==> src/rtl/pulse_out_pkg.sv <==
package pulse_out_pkg;

	localparam int unsigned ADDR_W        = 4;
	localparam int unsigned DATA_W        = 8;
	localparam int unsigned GROUPS        = 4;
	localparam int unsigned GROUP_W       = 4;
	localparam int unsigned OUT_W         = 16;

	// register offsets
	localparam logic [3:0] OFS_ENABLE_HIGH  = 4'h0;
	localparam logic [3:0] OFS_ENABLE_LOW   = 4'h1;
	localparam logic [3:0] OFS_OUTDATA_HIGH = 4'h2;
	localparam logic [3:0] OFS_OUTDATA_LOW  = 4'h3;
	localparam logic [3:0] OFS_STAGED_HIGH  = 4'h4;
	localparam logic [3:0] OFS_STAGED_LOW   = 4'h5;
	localparam logic [3:0] OFS_STAGED_HIGH2 = 4'h6;
	localparam logic [3:0] OFS_STAGED_LOW2  = 4'h7;
	localparam logic [3:0] OFS_PAIR_SPLIT   = 4'h8;

	// field positions of the pair split register
	localparam int unsigned SPLIT_LOW_POS  = 0;
	localparam int unsigned SPLIT_HIGH_POS = 1;

	// reset values
	localparam logic [7:0] RST_ENABLE  = 8'h00;
	localparam logic [7:0] RST_OUTDATA = 8'h00;
	localparam logic [7:0] RST_STAGED  = 8'h00;
	localparam logic [1:0] RST_SPLIT   = 2'h0;

	// read values of positions with no storage
	localparam logic [3:0] NIBBLE_FILL = 4'hF;
	localparam logic [7:0] ALT_IDLE    = 8'hFF;
	localparam logic [7:0] UNMAPPED    = 8'h00;

endpackage

==> src/rtl/pulse_output_data_path.sv <==
// Strobed register access and the register offsets were left to the implementer.
`timescale 1ns/10ps
// Notes on behaviour
// - sixteen outputs in four 4-bit groups, each group triggered on its own
// - update events come from the 16-bit timebase timer unit
// - enabled bits copy their staged bit when their group trigger fires
// - disabled bits keep their output value on a trigger
// - cpu writes to enabled output bits are ignored
// - cpu writes to disabled output bits store the written value
// - two 8-bit enable registers, high 15..8, low 7..0, reset zero
// - two 8-bit output data registers, reset zero, reads return current outputs
// - staged registers hold next data, copied by each group's trigger
// - split pairs give nibble views; unused nibble reads ones, ignores writes
module pulse_output_data_path (
	input  wire logic        MCLK_IN,     // 250 MHz clock
	input  wire logic        RSTN_IN,     // async reset, active low
	input  wire logic [3:0]  ADDR_IN,     // register address
	input  wire logic [7:0]  WDATA_IN,    // write data
	input  wire logic        WR_IN,       // write strobe
	input  wire logic        RD_IN,       // read strobe
	output logic      [7:0]  RDATA_OUT,   // read data, cycle after strobe
	input  wire logic [3:0]  TRIG_IN,     // per-group trigger pulse from timer
	output logic      [15:0] PULSE_OUT    // pulse output pins
);

	////////////////////////////////////////////////////////////////////////
	// storage

	logic [15:0] enable_q;
	logic [15:0] staged_q;
	logic [15:0] pod_q;
	logic [1:0]  split_q;
	logic [7:0]  rdata_q;
	logic [7:0]  rdata_d;

	// one-hot register selects, shared by the write and read paths
	logic        hit_en_hi;
	logic        hit_en_lo;
	logic        hit_pod_hi;
	logic        hit_pod_lo;
	logic        hit_stg_hi;
	logic        hit_stg_lo;
	logic        hit_stg_hi2;
	logic        hit_stg_lo2;
	logic        hit_split;

	logic        wr_en_hi;
	logic        wr_en_lo;
	logic        wr_pod_hi;
	logic        wr_pod_lo;
	logic [3:0]  wr_stg_nib;

	logic [7:0]  view_hi;
	logic [7:0]  view_lo;
	logic [7:0]  view_hi2;
	logic [7:0]  view_lo2;

	logic [3:0]  grp_trig;
	logic [15:0] trig_bit;
	logic [15:0] pod_wr_bit;
	logic [15:0] pod_load;
	logic [15:0] pod_take;

	////////////////////////////////////////////////////////////////////////
	// address decode

	// one compare chain keeps write and read on the same map
	always_comb begin
		hit_en_hi   = 1'b0;
		hit_en_lo   = 1'b0;
		hit_pod_hi  = 1'b0;
		hit_pod_lo  = 1'b0;
		hit_stg_hi  = 1'b0;
		hit_stg_lo  = 1'b0;
		hit_stg_hi2 = 1'b0;
		hit_stg_lo2 = 1'b0;
		hit_split   = 1'b0;
		if (ADDR_IN == pulse_out_pkg::OFS_ENABLE_HIGH) begin
			hit_en_hi = 1'b1;
		end else if (ADDR_IN == pulse_out_pkg::OFS_ENABLE_LOW) begin
			hit_en_lo = 1'b1;
		end else if (ADDR_IN == pulse_out_pkg::OFS_OUTDATA_HIGH) begin
			hit_pod_hi = 1'b1;
		end else if (ADDR_IN == pulse_out_pkg::OFS_OUTDATA_LOW) begin
			hit_pod_lo = 1'b1;
		end else if (ADDR_IN == pulse_out_pkg::OFS_STAGED_HIGH) begin
			hit_stg_hi = 1'b1;
		end else if (ADDR_IN == pulse_out_pkg::OFS_STAGED_LOW) begin
			hit_stg_lo = 1'b1;
		end else if (ADDR_IN == pulse_out_pkg::OFS_STAGED_HIGH2) begin
			hit_stg_hi2 = 1'b1;
		end else if (ADDR_IN == pulse_out_pkg::OFS_STAGED_LOW2) begin
			hit_stg_lo2 = 1'b1;
		end else if (ADDR_IN == pulse_out_pkg::OFS_PAIR_SPLIT) begin
			hit_split = 1'b1;
		end
	end

	////////////////////////////////////////////////////////////////////////
	// write decode

	always_comb begin
		wr_en_hi   = 1'b0;
		wr_en_lo   = 1'b0;
		wr_pod_hi  = 1'b0;
		wr_pod_lo  = 1'b0;
		wr_stg_nib = 4'h0;
		if (WR_IN) begin
			if (hit_en_hi) begin
				wr_en_hi = 1'b1;
			end else if (hit_en_lo) begin
				wr_en_lo = 1'b1;
			end else if (hit_pod_hi) begin
				wr_pod_hi = 1'b1;
			end else if (hit_pod_lo) begin
				wr_pod_lo = 1'b1;
			end else if (hit_stg_hi) begin
				// split view carries only the upper nibble
				wr_stg_nib[3] = 1'b1;
				wr_stg_nib[2] = ~split_q[pulse_out_pkg::SPLIT_HIGH_POS];
			end else if (hit_stg_lo) begin
				wr_stg_nib[1] = 1'b1;
				wr_stg_nib[0] = ~split_q[pulse_out_pkg::SPLIT_LOW_POS];
			end else if (hit_stg_hi2) begin
				wr_stg_nib[2] = split_q[pulse_out_pkg::SPLIT_HIGH_POS];
			end else if (hit_stg_lo2) begin
				wr_stg_nib[0] = split_q[pulse_out_pkg::SPLIT_LOW_POS];
			end
		end
	end

	////////////////////////////////////////////////////////////////////////
	// enable flags

	always_ff @(posedge MCLK_IN or negedge RSTN_IN) begin
		if (!RSTN_IN) begin
			enable_q[15:8] <= pulse_out_pkg::RST_ENABLE;
		end else if (wr_en_hi) begin
			enable_q[15:8] <= WDATA_IN;
		end
	end

	always_ff @(posedge MCLK_IN or negedge RSTN_IN) begin
		if (!RSTN_IN) begin
			enable_q[7:0] <= pulse_out_pkg::RST_ENABLE;
		end else if (wr_en_lo) begin
			enable_q[7:0] <= WDATA_IN;
		end
	end

	////////////////////////////////////////////////////////////////////////
	// pair split control

	always_ff @(posedge MCLK_IN or negedge RSTN_IN) begin
		if (!RSTN_IN) begin
			split_q <= pulse_out_pkg::RST_SPLIT;
		end else if (WR_IN && hit_split) begin
			split_q <= WDATA_IN[1:0];
		end
	end

	////////////////////////////////////////////////////////////////////////
	// group triggers

	// trigger selection happens upstream; each group only sees its own pulse
	genvar g;
	generate
		for (g = 0; g < pulse_out_pkg::GROUPS; g++) begin : g_grp
			assign grp_trig[g] = TRIG_IN[g];
		end
	endgenerate

	////////////////////////////////////////////////////////////////////////
	// per-bit staged and output data

	// a trigger in the cycle of a staged write transfers the old staged value
	genvar b;
	generate
		for (b = 0; b < pulse_out_pkg::OUT_W; b++) begin : g_bit
			localparam int unsigned GRP = b / pulse_out_pkg::GROUP_W;
			localparam int unsigned LB  = b % pulse_out_pkg::DATA_W;

			assign trig_bit[b]   = grp_trig[GRP];
			assign pod_wr_bit[b] = (b >= pulse_out_pkg::DATA_W) ? wr_pod_hi : wr_pod_lo;
			// enabled bits are read-only to the cpu; disabled bits ignore triggers
			assign pod_load[b]   = enable_q[b] & trig_bit[b];
			assign pod_take[b]   = ~enable_q[b] & pod_wr_bit[b];

			always_ff @(posedge MCLK_IN or negedge RSTN_IN) begin
				if (!RSTN_IN) begin
					staged_q[b] <= pulse_out_pkg::RST_STAGED[LB];
				end else if (wr_stg_nib[GRP]) begin
					staged_q[b] <= WDATA_IN[LB];
				end
			end

			always_ff @(posedge MCLK_IN or negedge RSTN_IN) begin
				if (!RSTN_IN) begin
					pod_q[b] <= pulse_out_pkg::RST_OUTDATA[LB];
				end else if (pod_load[b]) begin
					pod_q[b] <= staged_q[b];
				end else if (pod_take[b]) begin
					pod_q[b] <= WDATA_IN[LB];
				end
			end
		end
	endgenerate

	assign PULSE_OUT = pod_q;

	////////////////////////////////////////////////////////////////////////
	// staged views

	// a split pair shows each nibble alone; the other half reads as ones
	always_comb begin
		if (split_q[pulse_out_pkg::SPLIT_HIGH_POS]) begin
			view_hi  = {staged_q[15:12], pulse_out_pkg::NIBBLE_FILL};
			view_hi2 = {pulse_out_pkg::NIBBLE_FILL, staged_q[11:8]};
		end else begin
			view_hi  = staged_q[15:8];
			view_hi2 = pulse_out_pkg::ALT_IDLE;
		end
	end

	always_comb begin
		if (split_q[pulse_out_pkg::SPLIT_LOW_POS]) begin
			view_lo  = {staged_q[7:4], pulse_out_pkg::NIBBLE_FILL};
			view_lo2 = {pulse_out_pkg::NIBBLE_FILL, staged_q[3:0]};
		end else begin
			view_lo  = staged_q[7:0];
			view_lo2 = pulse_out_pkg::ALT_IDLE;
		end
	end

	////////////////////////////////////////////////////////////////////////
	// read path

	always_comb begin
		rdata_d = pulse_out_pkg::UNMAPPED;
		if (RD_IN) begin
			if (hit_en_hi) begin
				rdata_d = enable_q[15:8];
			end else if (hit_en_lo) begin
				rdata_d = enable_q[7:0];
			end else if (hit_pod_hi) begin
				rdata_d = pod_q[15:8];
			end else if (hit_pod_lo) begin
				rdata_d = pod_q[7:0];
			end else if (hit_stg_hi) begin
				rdata_d = view_hi;
			end else if (hit_stg_lo) begin
				rdata_d = view_lo;
			end else if (hit_stg_hi2) begin
				rdata_d = view_hi2;
			end else if (hit_stg_lo2) begin
				rdata_d = view_lo2;
			end else if (hit_split) begin
				rdata_d = {6'h00, split_q};
			end
		end
	end

	// zero outside the answer cycle keeps a wired-or bus quiet
	always_ff @(posedge MCLK_IN or negedge RSTN_IN) begin
		if (!RSTN_IN) begin
			rdata_q <= pulse_out_pkg::UNMAPPED;
		end else begin
			rdata_q <= rdata_d;
		end
	end

	assign RDATA_OUT = rdata_q;

endmodule

==> config.mk <==
export PLATFORM = sky130hd
export DESIGN_NAME = pulse_output_data_path
export DESIGN_NICKNAME = d
export VERILOG_FILES = /design/src/rtl/pulse_out_pkg.sv /design/src/rtl/pulse_output_data_path.sv
export SDC_FILE = /design/constraint.sdc
export NUM_CORES = 1
export LEC_CHECK = 0
export BUFFER_PORTS_ARGS = -buffer_cell sky130_fd_sc_hd__buf_2
export CELL_PAD_IN_SITES_DETAIL_PLACEMENT = 2
export CELL_PAD_IN_SITES_GLOBAL_PLACEMENT = 2
export CORE_MARGIN = 8
export CORE_UTILIZATION = 41
export CTS_CLUSTER_DIAMETER = 40
export DETAILED_ROUTE_END_ITERATION = 7
export GPL_TIMING_DRIVEN = 0
export PLACE_DENSITY_LB_ADDON = 0.3
export SLEW_MARGIN = 10
export SYNTH_ARGS = -nofsm -noshare
export SYNTH_HDL_FRONTEND = slang
export SYNTH_SLANG_ARGS = --single-unit
==> constraint.sdc <==
create_clock -name MCLK_IN -period 4.69 [get_ports MCLK_IN]
set_input_delay 0.2345 -clock MCLK_IN [delete_from_list [all_inputs] [get_ports MCLK_IN]]
set_output_delay 0.2345 -clock MCLK_IN [all_outputs]
set_load 0.005 [all_outputs]
# After elaboration in Yosys (flattened, before gate mapping)
# Index checks and enable logic that the tools add are counted.
# totals
memories	0
output_inout_bits	24
mem_bits_rw	0
latch_bits	0
register_bits	58
mem_bits_ro	0
in_bits	20
# op_classes
shifts	0
multipliers	0
bitwise	50
add_sub_neg	0
n_div	0
n_eq_ne	8
reduce_logical	18
muxes	119
n_lt_le_gt_ge	0
# op_table
op	count
$mux 1	99
$mux 8	9
$mux 4	9
$and 1x1->1	32
$reduce_bool 2->1	16
$not 1->1	18
$eq 4x3->1 const B	4
$eq 4x2->1 const B	2
$eq 4x1->1 const B	1
$eq 4x4->1 const B	1
$logic_not 4->1	1
$mux 2	2
$logic_and 1x1->1	1

# Longest topological paths before layout
# Gate-level depths: netlist of run 1.
# logic_depth
word_depth	20
ltp_mapped	6
depth_no_buf	4

# Worst setup path before layout of run 1
# Ideal clock, no wire load.
# synth_timing
kind	reg2reg
startpoint	register split_q[1]
endpoint	register staged_q[10]
path_buffers	1
period_less_slack_ns	1.614
path_stages_with_launch	5
required_ns	4.565
slack_ns	3.076
arrival_ns	1.489
path_cell_list	dfrtp_1 -> nor2b_1 -> or4_4 -> buf_6 -> mux2_4
# synth_via
elab_chain_len	8
# synth_rtl
item	line_no	text
from (decl)	pulse_output_data_path.sv:32	logic [1:0] split_q;
from (signal assigned)	pulse_output_data_path.sv:156	split_q <= pulse_out_pkg::RST_SPLIT;
from (signal assigned)	pulse_output_data_path.sv:158	split_q <= WDATA_IN[1:0];
$mux 1	pulse_output_data_path.sv:124	end else if (hit_stg_hi2) begin
$mux 1	pulse_output_data_path.sv:121	end else if (hit_stg_lo) begin
$mux 1 (*)	pulse_output_data_path.sv:117	end else if (hit_stg_hi) begin
$mux 4 (*)	pulse_output_data_path.sv:115	end else if (hit_pod_lo) begin
$mux 4 (*)	pulse_output_data_path.sv:113	end else if (hit_pod_hi) begin
$mux 4 (*)	pulse_output_data_path.sv:111	end else if (hit_en_lo) begin
$mux 4 (*)	pulse_output_data_path.sv:109	if (hit_en_hi) begin
$mux 4 (*)	pulse_output_data_path.sv:108	if (WR_IN) begin
to (signal, indexed assignment)	pulse_output_data_path.sv:191	staged_q[b] <= pulse_out_pkg::RST_STAGED[LB];
to (signal, indexed assignment)	pulse_output_data_path.sv:193	staged_q[b] <= WDATA_IN[LB];
to (decl)	pulse_output_data_path.sv:30	logic [15:0] staged_q;
# Mark *: on every way between the ends. The rest lies on a longest branch, timed or not.
# A chain may end at the register's enable or synchronous reset.

# Worst setup path in the final report of run 1
# layout_timing
startpoint	register split_q[0]
endpoint	register staged_q[2]
# layout_via
elab_chain_len	9
# layout_rtl
item	line_no	text
$mux 1	pulse_output_data_path.sv:126	end else if (hit_stg_lo2) begin
$mux 1	pulse_output_data_path.sv:124	
$mux 1 (*)	pulse_output_data_path.sv:121	
$mux 2 (*)	pulse_output_data_path.sv:117	
$mux 4 (*)	pulse_output_data_path.sv:115	
$mux 4 (*)	pulse_output_data_path.sv:113	
$mux 4 (*)	pulse_output_data_path.sv:111	
$mux 4 (*)	pulse_output_data_path.sv:109	
$mux 4 (*)	pulse_output_data_path.sv:108	
# Marked as above.

==> flow_summary_export.csv, run 1 <==
group,metric,value,unit
cts,clk_pin_slew_worst_paths,70,ps
timing,tns,0,ps
cts,h-tree-depth,3,
timing,rsz0062_at_grt,"no",
timing,fin_hold_ws,189.4,ps
timing,fmax,0.5060,GHz
global_route,grt_pass1_vias,2694,
yosys,syn_inst,264,
finish,drive_above_1_share,0.3156,
global_route,grt_pass1_wl,15660,µm
critical_path,cp_max_fo,10,
critical_path,r2r-start,"split_q[0]",
drt,drtIter0Drc,75,
floorplanning,design.core.area,7607,µm²
drt,wl_per_cell,23.49,µm
timing,maxSlewHeadroom,0.4910,
floorplanning,num_rows,32,
critical_path,path_class,"reg -> reg",
drt,vias_per_cell,5.720,
yosys,ys_seq_area_frac,0.4596,
cts,cts_setup_buffers,0,
floorplanning,die_h,103.8,µm
timing,layout_setup_ws,2714,ps
cts,hold_buffers,1,
cts,cts_buffers,9,
place,place_ws,2525,ps
timing,final-hold-violation-count,0,
yosys,synth.avg_cell_area,11.96,µm²
timing,clock-skew-final,10.37,ps
timing,setup_viol,0,
finish,multi_input_area,1617,µm²
finish,mostFrequentLayoutCells,"dfrtp_1, mux2i_1, buf_2",
floorplanning,start_util,0.4151,
critical_path,worstReg2RegEnd,"staged_q[2]",
global_route,track_usage,0.1873,
floorplanning,die_area,10770,µm²
pwr,power,1.774,mW
drt,ant_nets,0,
drt,remaining_drc_errors,0,
drt,wirelength,9912,µm
yosys,yosys_warnings,0,
cts,clkSinkCount,58,
cts,cts_tree,"yes",
place,dp.cells,405,
finish,final_common_cell,"dfrtp_1",
yosys,netlist_area,3158,µm²
global_route,grt.overflow.total,0,
yosys,synth-async-reset-ratio,1.000,
worst_hold_path,hold_path_class,"in -> reg",
place,dpl-instance-area,3483,µm²
critical_path,r2r_slack,2710,ps
place,dp_hpwl,6752,µm
critical_path,required,4910,ps
flow_run,maxCapViolations,0,
critical_path,crit_path_end,"staged_q[2]",
finish,fin_nets,335,
yosys,ys_types,48,
timing,slew_viol_final,0,
drt,via_count,2414,
pwr,p_per_area,477.9,nW/µm²
critical_path,start_kind,"flop",
place,portBuffers,39,
global_route,grt_max_degree,59,
critical_path,r2r_cells,5,
critical_path,critPathLaunch,"split_q[0]",
yosys,synth-seq-cells,58,
timing,period_minus_slack,1976,ps
pwr,leakage,1.730,nW
finish,fin_util,0.4880,
global_route,grt_antenna_before_repair,0,
place,place_congestion,0.7969,
finish,seq_area,1451,µm²
floorplanning,pin_count,44,
timing,tightest_slew,763.5,ps
critical_path,crit_path_end_kind,"flop",
yosys,synth_edf_count,0,
cts,cts.repair.resized,0,
floorplanning,die_x,103.8,µm
pwr,ir_drop,0.2050,mV
finish,final_area,3712,µm²
finish,layoutNonFillerInstCount,422,
yosys,synth.net_count,284,
drt,dr.pass1.iters,4,
cts,cts.root.buffer_cell,"clkbuf_8",
timing,min_period_over_period,0.4214,
finish,syn2layout_area_growth,17.55,%
cts,cts_buffer_depth,2,
critical_path,crit_arrival,2200,ps
yosys,synth_ff_type,"dfrtp_1",
cts,worstSkewPairLatency,340,ps
finish,antenna_cells,0,
status,outcome,"completed",
finish,fill_cells,804,
logic make-up (layout without fill, tap and decap cells):
kind of cell    after synthesis  count (layout)  synth area share
compound gates               45              45            0.1062
mux                          89              89            0.3023
xor+xnor                      1               1          0.002774
simple gates                 52              52            0.1006
buf+inv                      19              75           0.02853
flops                        58              58            0.4596
synthesized netlist by cell type (all sizes together), types with 2 or more instances:
| cell type | instances | share of area |
|---|---|---|
| dfrtp | 58 | 0.46 |
| mux2i | 50 | 0.16 |
| mux2 | 39 | 0.14 |
| nand2 | 14 | 0.018 |
| buf | 12 | 0.020 |
| nor2b | 8 | 0.016 |
| o21ai | 8 | 0.013 |
| nor2 | 7 | 0.0083 |
| a21oi | 6 | 0.0095 |
| a211o | 5 | 0.014 |
| a221oi | 5 | 0.014 |
| clkbuf | 5 | 0.0059 |
| nand2b | 5 | 0.0099 |
| a21boi | 4 | 0.0095 |
| nand3 | 4 | 0.0063 |
| nor3 | 3 | 0.012 |
| a211oi | 2 | 0.0048 |
| inv | 2 | 0.0024 |
| nand4b | 2 | 0.0055 |
| o21a | 2 | 0.0048 |
| o31ai | 2 | 0.0048 |
| o32a | 2 | 0.0063 |
worst min path at each step:
stage | startpoint | endpoint | slack [ps] | depth (start not counted)
CTS | WDATA_IN[4] | enable_q[12] | 180 | 2
finish | WDATA_IN[4] | enable_q[12] | 190 | 2
detailed placement | RSTN_IN | RDATA_OUT[3] | 360 | 1
floorplan | RSTN_IN | PULSE_OUT[0] | -60 | 0
global placement | enable_q[3] | enable_q[3] | 490 | 1
global route | WDATA_IN[2] | enable_q[10] | 200 | 2
flip-flops by register name, indices dropped and copies added, names as in the netlist:
name / flops
PULSE_OUT: 16
split_q: 2
staged_q: 16
RDATA_OUT: 8
enable_q: 16
power by group:
| group | leakage (nW) | switching (mW) | internal [mW] |
|---|---|---|---|
| Sequential | 0.720 | 0.146 | 0.646 |
| Combinational | 0.901 | 0.211 | 0.250 |
| Clock | 0.109 | 0.208 | 0.312 |
cell type report:
class	instances	share of cell area
flip-flops and latches	58	0.3910
clock buffers	11	0.03809
inverters	2	0.002022
clock inverters	5	0.02090
plain buffers	17	0.02224
repair buffers	40	0.05595
well taps	102	0.03438
multi-input cells	187	0.4355
worst max-delay path, cell delays in order, from the launching register on:
cell	delay (ps)
dfrtp_1	330
clkbuf_1	410
xnor2_1	180
nand2_1	70
nor2_1	470
mux2_2	400
routing by layer:
metal  global-route usage  share of wire  wire length (µm)
met4              0.06515          0.015               152
met2               0.2993           0.48              4763
met3              0.04399          0.031               311
met5                    0              0                 0
met1               0.2421           0.47              4685
(Power assumes the default switching activity.)
==> run 2, diff against run 1 <==
ABC_AREA = 1   (was not set)
CORE_UTILIZATION = 32   (was 41)
clock period = 2.1 ns   (was 4.69 ns; I/O delays follow)
==> run 2 against run 1 <==
Effect of this change: synthesized cell count grew 46%; final cell count grew 30%; final area shrank 6.4%; largest power group unchanged; via count grew 22%.
==> flow_summary_export.csv, run 2 <==
group,metric,value,unit
yosys,synth.net_count,405,
drt,wl_per_cell,20.03,µm
floorplanning,pin_count,44,
cts,clk_pin_slew_worst_paths,80,ps
place,dpl-instance-area,3259,µm²
yosys,post-synth-top-area-cell,"dfrtp_1",
timing,layout_setup_ws,463.8,ps
timing,fmax,0.6112,GHz
cts,h-tree-depth,3,
critical_path,worstReg2RegEnd,"staged_q[10]",
drt,vias_per_cell,5.358,
cts,cts_buffers,9,
critical_path,path_class,"in -> reg",
critical_path,r2r-start,"split_q[1]",
critical_path,start_kind,"input pin",
pwr,swShare,0.3374,
flow_run,maxCapViolations,0,
place,dp_hpwl,7393,µm
pwr,pwr-share-clk,0.313,
drt,wirelength,11020,µm
critical_path,crit_top_cell,"nand2_1",
floorplanning,num_rows,35,
global_route,grt_antenna_before_repair,0,
yosys,yosysTopAreaCellShare,0.4957,
yosys,synth.avg_cell_area,7.605,µm²
pwr,p_seq_frac,0.477,
pwr,p_int,2.346,mW
drt,ant_nets,0,
finish,drive_above_1_share,0.1640,
yosys,synth_edf_count,0,
cts,cts.root.buffer_cell,"clkbuf_8",
cts,cts_tree,"yes",
timing,final-hold-violation-count,0,
drt,dr.pass1.iters,4,
drt,drtIter0Drc,73,
global_route,grt_pass1_vias,3344,
floorplanning,start_util,0.3230,
global_route,grt.overflow.total,0,
yosys,synth_ff_type,"dfrtp_1",
cts,worstSkewPairLatency,350,ps
yosys,synth.most_common_cell,"nand2_1",
critical_path,cp_cell_sequence,"buf_2 -> nor2_1 -> inv_2 -> nor2_4 -> nand2_1 -> clkbuf_1 -> nand2_1 -> o21ai_1",
pwr,ir_drop,0.4845,mV
place,portBuffers,38,
finish,antenna_cells,0,
critical_path,r2r_cells,5,
floorplanning,design.core.area,9065,µm²
worst_hold_path,hold_path_class,"in -> reg",
pwr,leakage,1.656,nW
finish,fill_cells,1090,
floorplanning,die_h,111.7,µm
critical_path,crit_arrival,1850,ps
pwr,switching_power,1.195,mW
critical_path,cp_max_fo,10,
cts,cts.repair.resized,0,
cts,cts_buffer_depth,2,
critical_path,crit_path_end,"enable_q[7]",
yosys,ys_seq_area_frac,0.4957,
drt,via_count,2947,
timing,min_period_over_period,0.7792,
global_route,grt_max_degree,59,
critical_path,critPathLaunch,"ADDR_IN[3]",
global_route,track_usage,0.1852,
yosys,synth_area_leaders,"dfrtp_1, nand2_1, o21ai_1",
yosys,synth-async-reset-ratio,1.000,
yosys,synth_common_cells,"nand2_1, dfrtp_1, o21ai_1",
critical_path,critPathMaxStageDelay,410,ps
pwr,p_comb_frac,0.210,
finish,fin_nets,455,
timing,rsz0062_at_grt,"no",
yosys,synth-seq-cells,58,
finish,mostFrequentLayoutCells,"nand2_1, dfrtp_1, o21ai_1",
critical_path,required,2310,ps
timing,maxSlewHeadroom,0.4705,
floorplanning,die_x,111.7,µm
pwr,p_per_area,1019,nW/µm²
timing,setup_viol,0,
floorplanning,die_area,12470,µm²
timing,tns,0,ps
timing,tightest_slew,794.2,ps
critical_path,r2r_slack,500,ps
place,place_congestion,0.7912,
yosys,yosys_warnings,0,
timing,fin_hold_ws,34.55,ps
critical_path,slowest_stage,"clkbuf_1",
yosys,ys_types,21,
drt,remaining_drc_errors,0,
finish,final_area,3473,µm²
yosys,netlist_area,2928,µm²
finish,syn2layout_area_growth,18.63,%
status,outcome,"completed",
timing,clock-skew-final,11.96,ps
timing,slew_viol_final,0,
finish,final_common_cell,"nand2_1",
critical_path,crit_path_end_kind,"flop",
cts,clkSinkCount,58,
global_route,grt_pass1_wl,18060,µm
timing,period_minus_slack,1636,ps
place,place_ws,90.58,ps
yosys,syn_inst,385,
==> run 2: what timing repair did <==
item,in CTS,in global routing
endpoints found under the hold margin,58,0
hold buffers,1,0
setup buffers,0,0
==> run 2: per-layer routing <==
layer	vias up	track usage	routed length, µm
li1	1391	-	-
met1	1500	0.2157	4841
met2	44	0.3308	5692
met3	12	0.04167	367
met4	0	0.05469	117
met5	-	0	0
==> run 2: cell type report <==
class                           count  area, µm²  area share
Buffer                              7      27.53    0.007925
Clock buffer                       13      168.9     0.04863
Clock inverter                      2      35.03     0.01009
Inverter                           32      120.1     0.03458
Multi-Input combinational cell    288       1329      0.3826
Sequential cell                    58       1451      0.4179
Tap cell                          111      138.9     0.03999
Timing Repair Buffer               39      202.7     0.05836
==> run 2: how the worst min path moves through the flow <==
stage	startpoint	endpoint	slack, ps	cells after the start
floorplan	RSTN_IN	PULSE_OUT[0]	-190	0
global placement	WDATA_IN[4]	PULSE_OUT[4]	390	3
detailed placement	RSTN_IN	PULSE_OUT[0]	240	1
CTS	WDATA_IN[0]	PULSE_OUT[8]	30	3
global route	WDATA_IN[5]	PULSE_OUT[5]	50	3
finish	WDATA_IN[0]	PULSE_OUT[8]	30	3
==> run 2: kinds of logic after synthesis <==
family / Yosys count / synth area share
simple gates: 190 / 0.2692
flops: 58 / 0.4957
compound gates: 98 / 0.1846
buf+inv: 39 / 0.05042
==> run 2: power by group through the flow <==
stage | Combinational [mW] | Clock (mW) | Sequential (mW)
floorplan | 0.410 | 0 | 1.64
global placement | 0.689 | 0 | 1.69
detailed placement | 0.734 | 0 | 1.71
CTS | 0.760 | 1.13 | 1.69
global route | 0.853 | 1.17 | 1.74
finish | 0.743 | 1.11 | 1.69
==> run 2: worst max-delay path: cells and delay by family <==
family                 cells  cell delay [ps]
AO/OA/AOI/OAI              1               70
buffers and inverters      3              630
AND/OR/NAND/NOR            4             1040
==> run 2: per-stage QoR <==
step                utilization  power, mW  cells
finish                   0.3832      3.540    550
global route             0.3832      3.761    550
CTS                      0.3832      3.584    550
detailed placement       0.3596      2.439    534
global placement         0.3593      2.380    534
floorplan                     -      2.051    385
==> run 3, diff against run 2 <==
ABC_AREA = 0   (was 1)
CORE_UTILIZATION = 38   (was 32)
clock period = 1.65 ns   (was 2.1 ns; I/O delays follow)
==> run 3 against run 2 <==
Effect of this change: routed wire length is 7.7% lower; sequential cell count stayed put; global-route usage up 0.083 points; critical path type is now reg -> reg; register-to-register slack worse by 510 ps; utilization increased by 7.2 points; clock skew shrank 4.9 ps; setup slack got worse by 470 ps; largest power group unchanged; clock power hardly changed; die area is 7.9% lower; largest cell class is now multi-input combinational cells; the flow now finishes with violations (negative setup slack).
==> flow_summary_export.csv, run 3 (synthesized netlist as in run 1, its figures left out) <==
group,metric,value,unit
status,outcome,"finished, violations left",
status,violations,"negative setup slack",
timing,period_minus_slack,1655,ps
global_route,use_met1,0.2331,
cts,cts_buffer_depth,2,
pwr,power,4.755,mW
timing,layout_setup_ws,-5.363,ps
drt,ant_nets,0,
finish,antenna_cells,0,
cts,clk_pin_slew_worst_paths,60,ps
cts,cts.root.buffer_cell,"clkbuf_8",
floorplanning,start_util,0.3882,
finish,syn2layout_area_growth,17.19,%
pwr,leakage,1.723,nW
cts,cts_tree,"yes",
cts,cts_buffers,9,
timing,slew_viol_final,0,
worst_hold_path,hold_path_depth,2,
cts,worstSkewPairLatency,340,ps
critical_path,r2r_cells,5,
finish,final_common_cell,"dfrtp_1",
drt,wirelength,10170,µm
global_route,grt_max_degree,59,
worst_hold_path,hold_path_class,"in -> reg",
global_route,grt_pass1_wl,16090,µm
cts,h-tree-depth,3,
floorplanning,design.core.area,8134,µm²
floorplanning,pin_count,44,
critical_path,crit_path_end_kind,"flop",
timing,clock-skew-final,7.060,ps
drt,dr.pass1.iters,6,
timing,tightest_slew,788.7,ps
floorplanning,die_x,107.2,µm
drt,wl_per_cell,23.98,µm
critical_path,path_class,"reg -> reg",
pwr,ir_drop,0.4257,mV
global_route,grt.overflow.total,0,
pwr,p_per_area,1285,nW/µm²
timing,rsz0062_at_grt,"yes",
floorplanning,die_area,11480,µm²
drt,vias_per_cell,5.630,
place,dp_hpwl,6757,µm
global_route,grt_antenna_before_repair,0,
finish,fin_nets,336,
place,place_ws,-340.0,ps
finish,drive_above_1_share,0.3417,
global_route,grt_pass1_vias,2730,
finish,final_area,3701,µm²
timing,fin_hold_ws,29.27,ps
global_route,track_usage,0.1860,
floorplanning,num_rows,33,
finish,mostFrequentLayoutCells,"dfrtp_1, mux2i_1, buf_2",
cts,clkSinkCount,58,
global_route,met3_usage,0.03839,
critical_path,start_kind,"flop",
global_route,gr-max-usage-layer,"met2",
global_route,grtUsageMet2,0.3054,
timing,fmax,0.6041,GHz
critical_path,crit_arrival,1870,ps
place,portBuffers,39,
floorplanning,die_h,107.2,µm
drt,drtIter0Drc,89,
timing,maxSlewHeadroom,0.4742,
place,place_congestion,0.7930,
critical_path,cp_max_fo,4,
timing,min_period_over_period,1.003,
timing,setup_viol,1,
flow_run,maxCapViolations,0,
timing,final-hold-violation-count,0,
drt,remaining_drc_errors,0,
place,dpl-instance-area,3487,µm²
drt,via_count,2387,
critical_path,required,1870,ps
run 3: cell types whose count changed in the layout (fill, tap and decap cells not counted), moves of 18 or more:
cell | previous run | this run
inv_1 | 20 | 2
mux2_2 | 0 | 27
mux2i_1 | 0 | 50
nand2_1 | 128 | 12
nor2_1 | 28 | 6
o21ai_1 | 44 | 0
run 3: path summary, 6_finish.rpt:
check / slack, ps / end / start
worst max-delay path: -5 / RDATA_OUT[1] / split_q[1]
worst max register to register: -5 / RDATA_OUT[1] / split_q[1]
min in group asynchronous: 360 / enable_q[10] / RSTN_IN
max in group asynchronous: 730 / split_q[1] / RSTN_IN
worst min register to register: 510 / PULSE_OUT[11] / enable_q[11]
worst min-delay path: 30 / enable_q[14] / WDATA_IN[6]
run 3: layer usage:
metal,wire (µm),share of wire
met3,339,0.033
met4,155,0.015
met5,0,0
met1,4656,0.46
met2,5016,0.49
run 3: worst max-delay path, stage by stage (launching register included):
cell and delay, ps:
dfrtp_2 440, buf_6 130, or4b_4 490, a211o_1 330
o221ai_2 70, a21oi_2 80
run 3: layout make-up:
| cell class | instances | area [µm²] |
|---|---|---|
| plain buffers | 15 | 67.56 |
| clock buffers | 10 | 137.6 |
| clock inverters | 4 | 20.02 |
| fillers | 868 | 4433 |
| inverters | 2 | 7.507 |
| multi-input cells | 187 | 1650 |
| flip-flops and latches | 58 | 1453 |
| well taps | 105 | 131.4 |
| repair buffers | 43 | 234.0 |
run 3: what timing repair did:
action / in CTS / in global routing
resized for setup: 2 / 8
hold buffers: 1 / 0
endpoints found under the hold margin: 58 / 0
setup buffers: 2 / 1
pin swaps: 0 / 2
endpoints found under the setup margin: 8 / 17
run 3: report_power, final:
part / internal [mW] / leakage [nW] / switching, mW / total (mW)
logic: 0.740 / 0.916 / 0.602 / 1.34
clock network: 0.558 / 0.0875 / 0.578 / 1.14
registers: 1.84 / 0.719 / 0.439 / 2.28
total: 3.14 / 1.72 / 1.62 / 4.75
run 3: metrics by stage:
step                      cells  utilization  TNS [ps]
after floorplan             264            -         0
after global placement      408       0.4284     -5811
after detailed placement    408       0.4287     -5922
after CTS                   423       0.4498         0
after global routing        424       0.4550    -30.31
final                       424       0.4550    -5.363
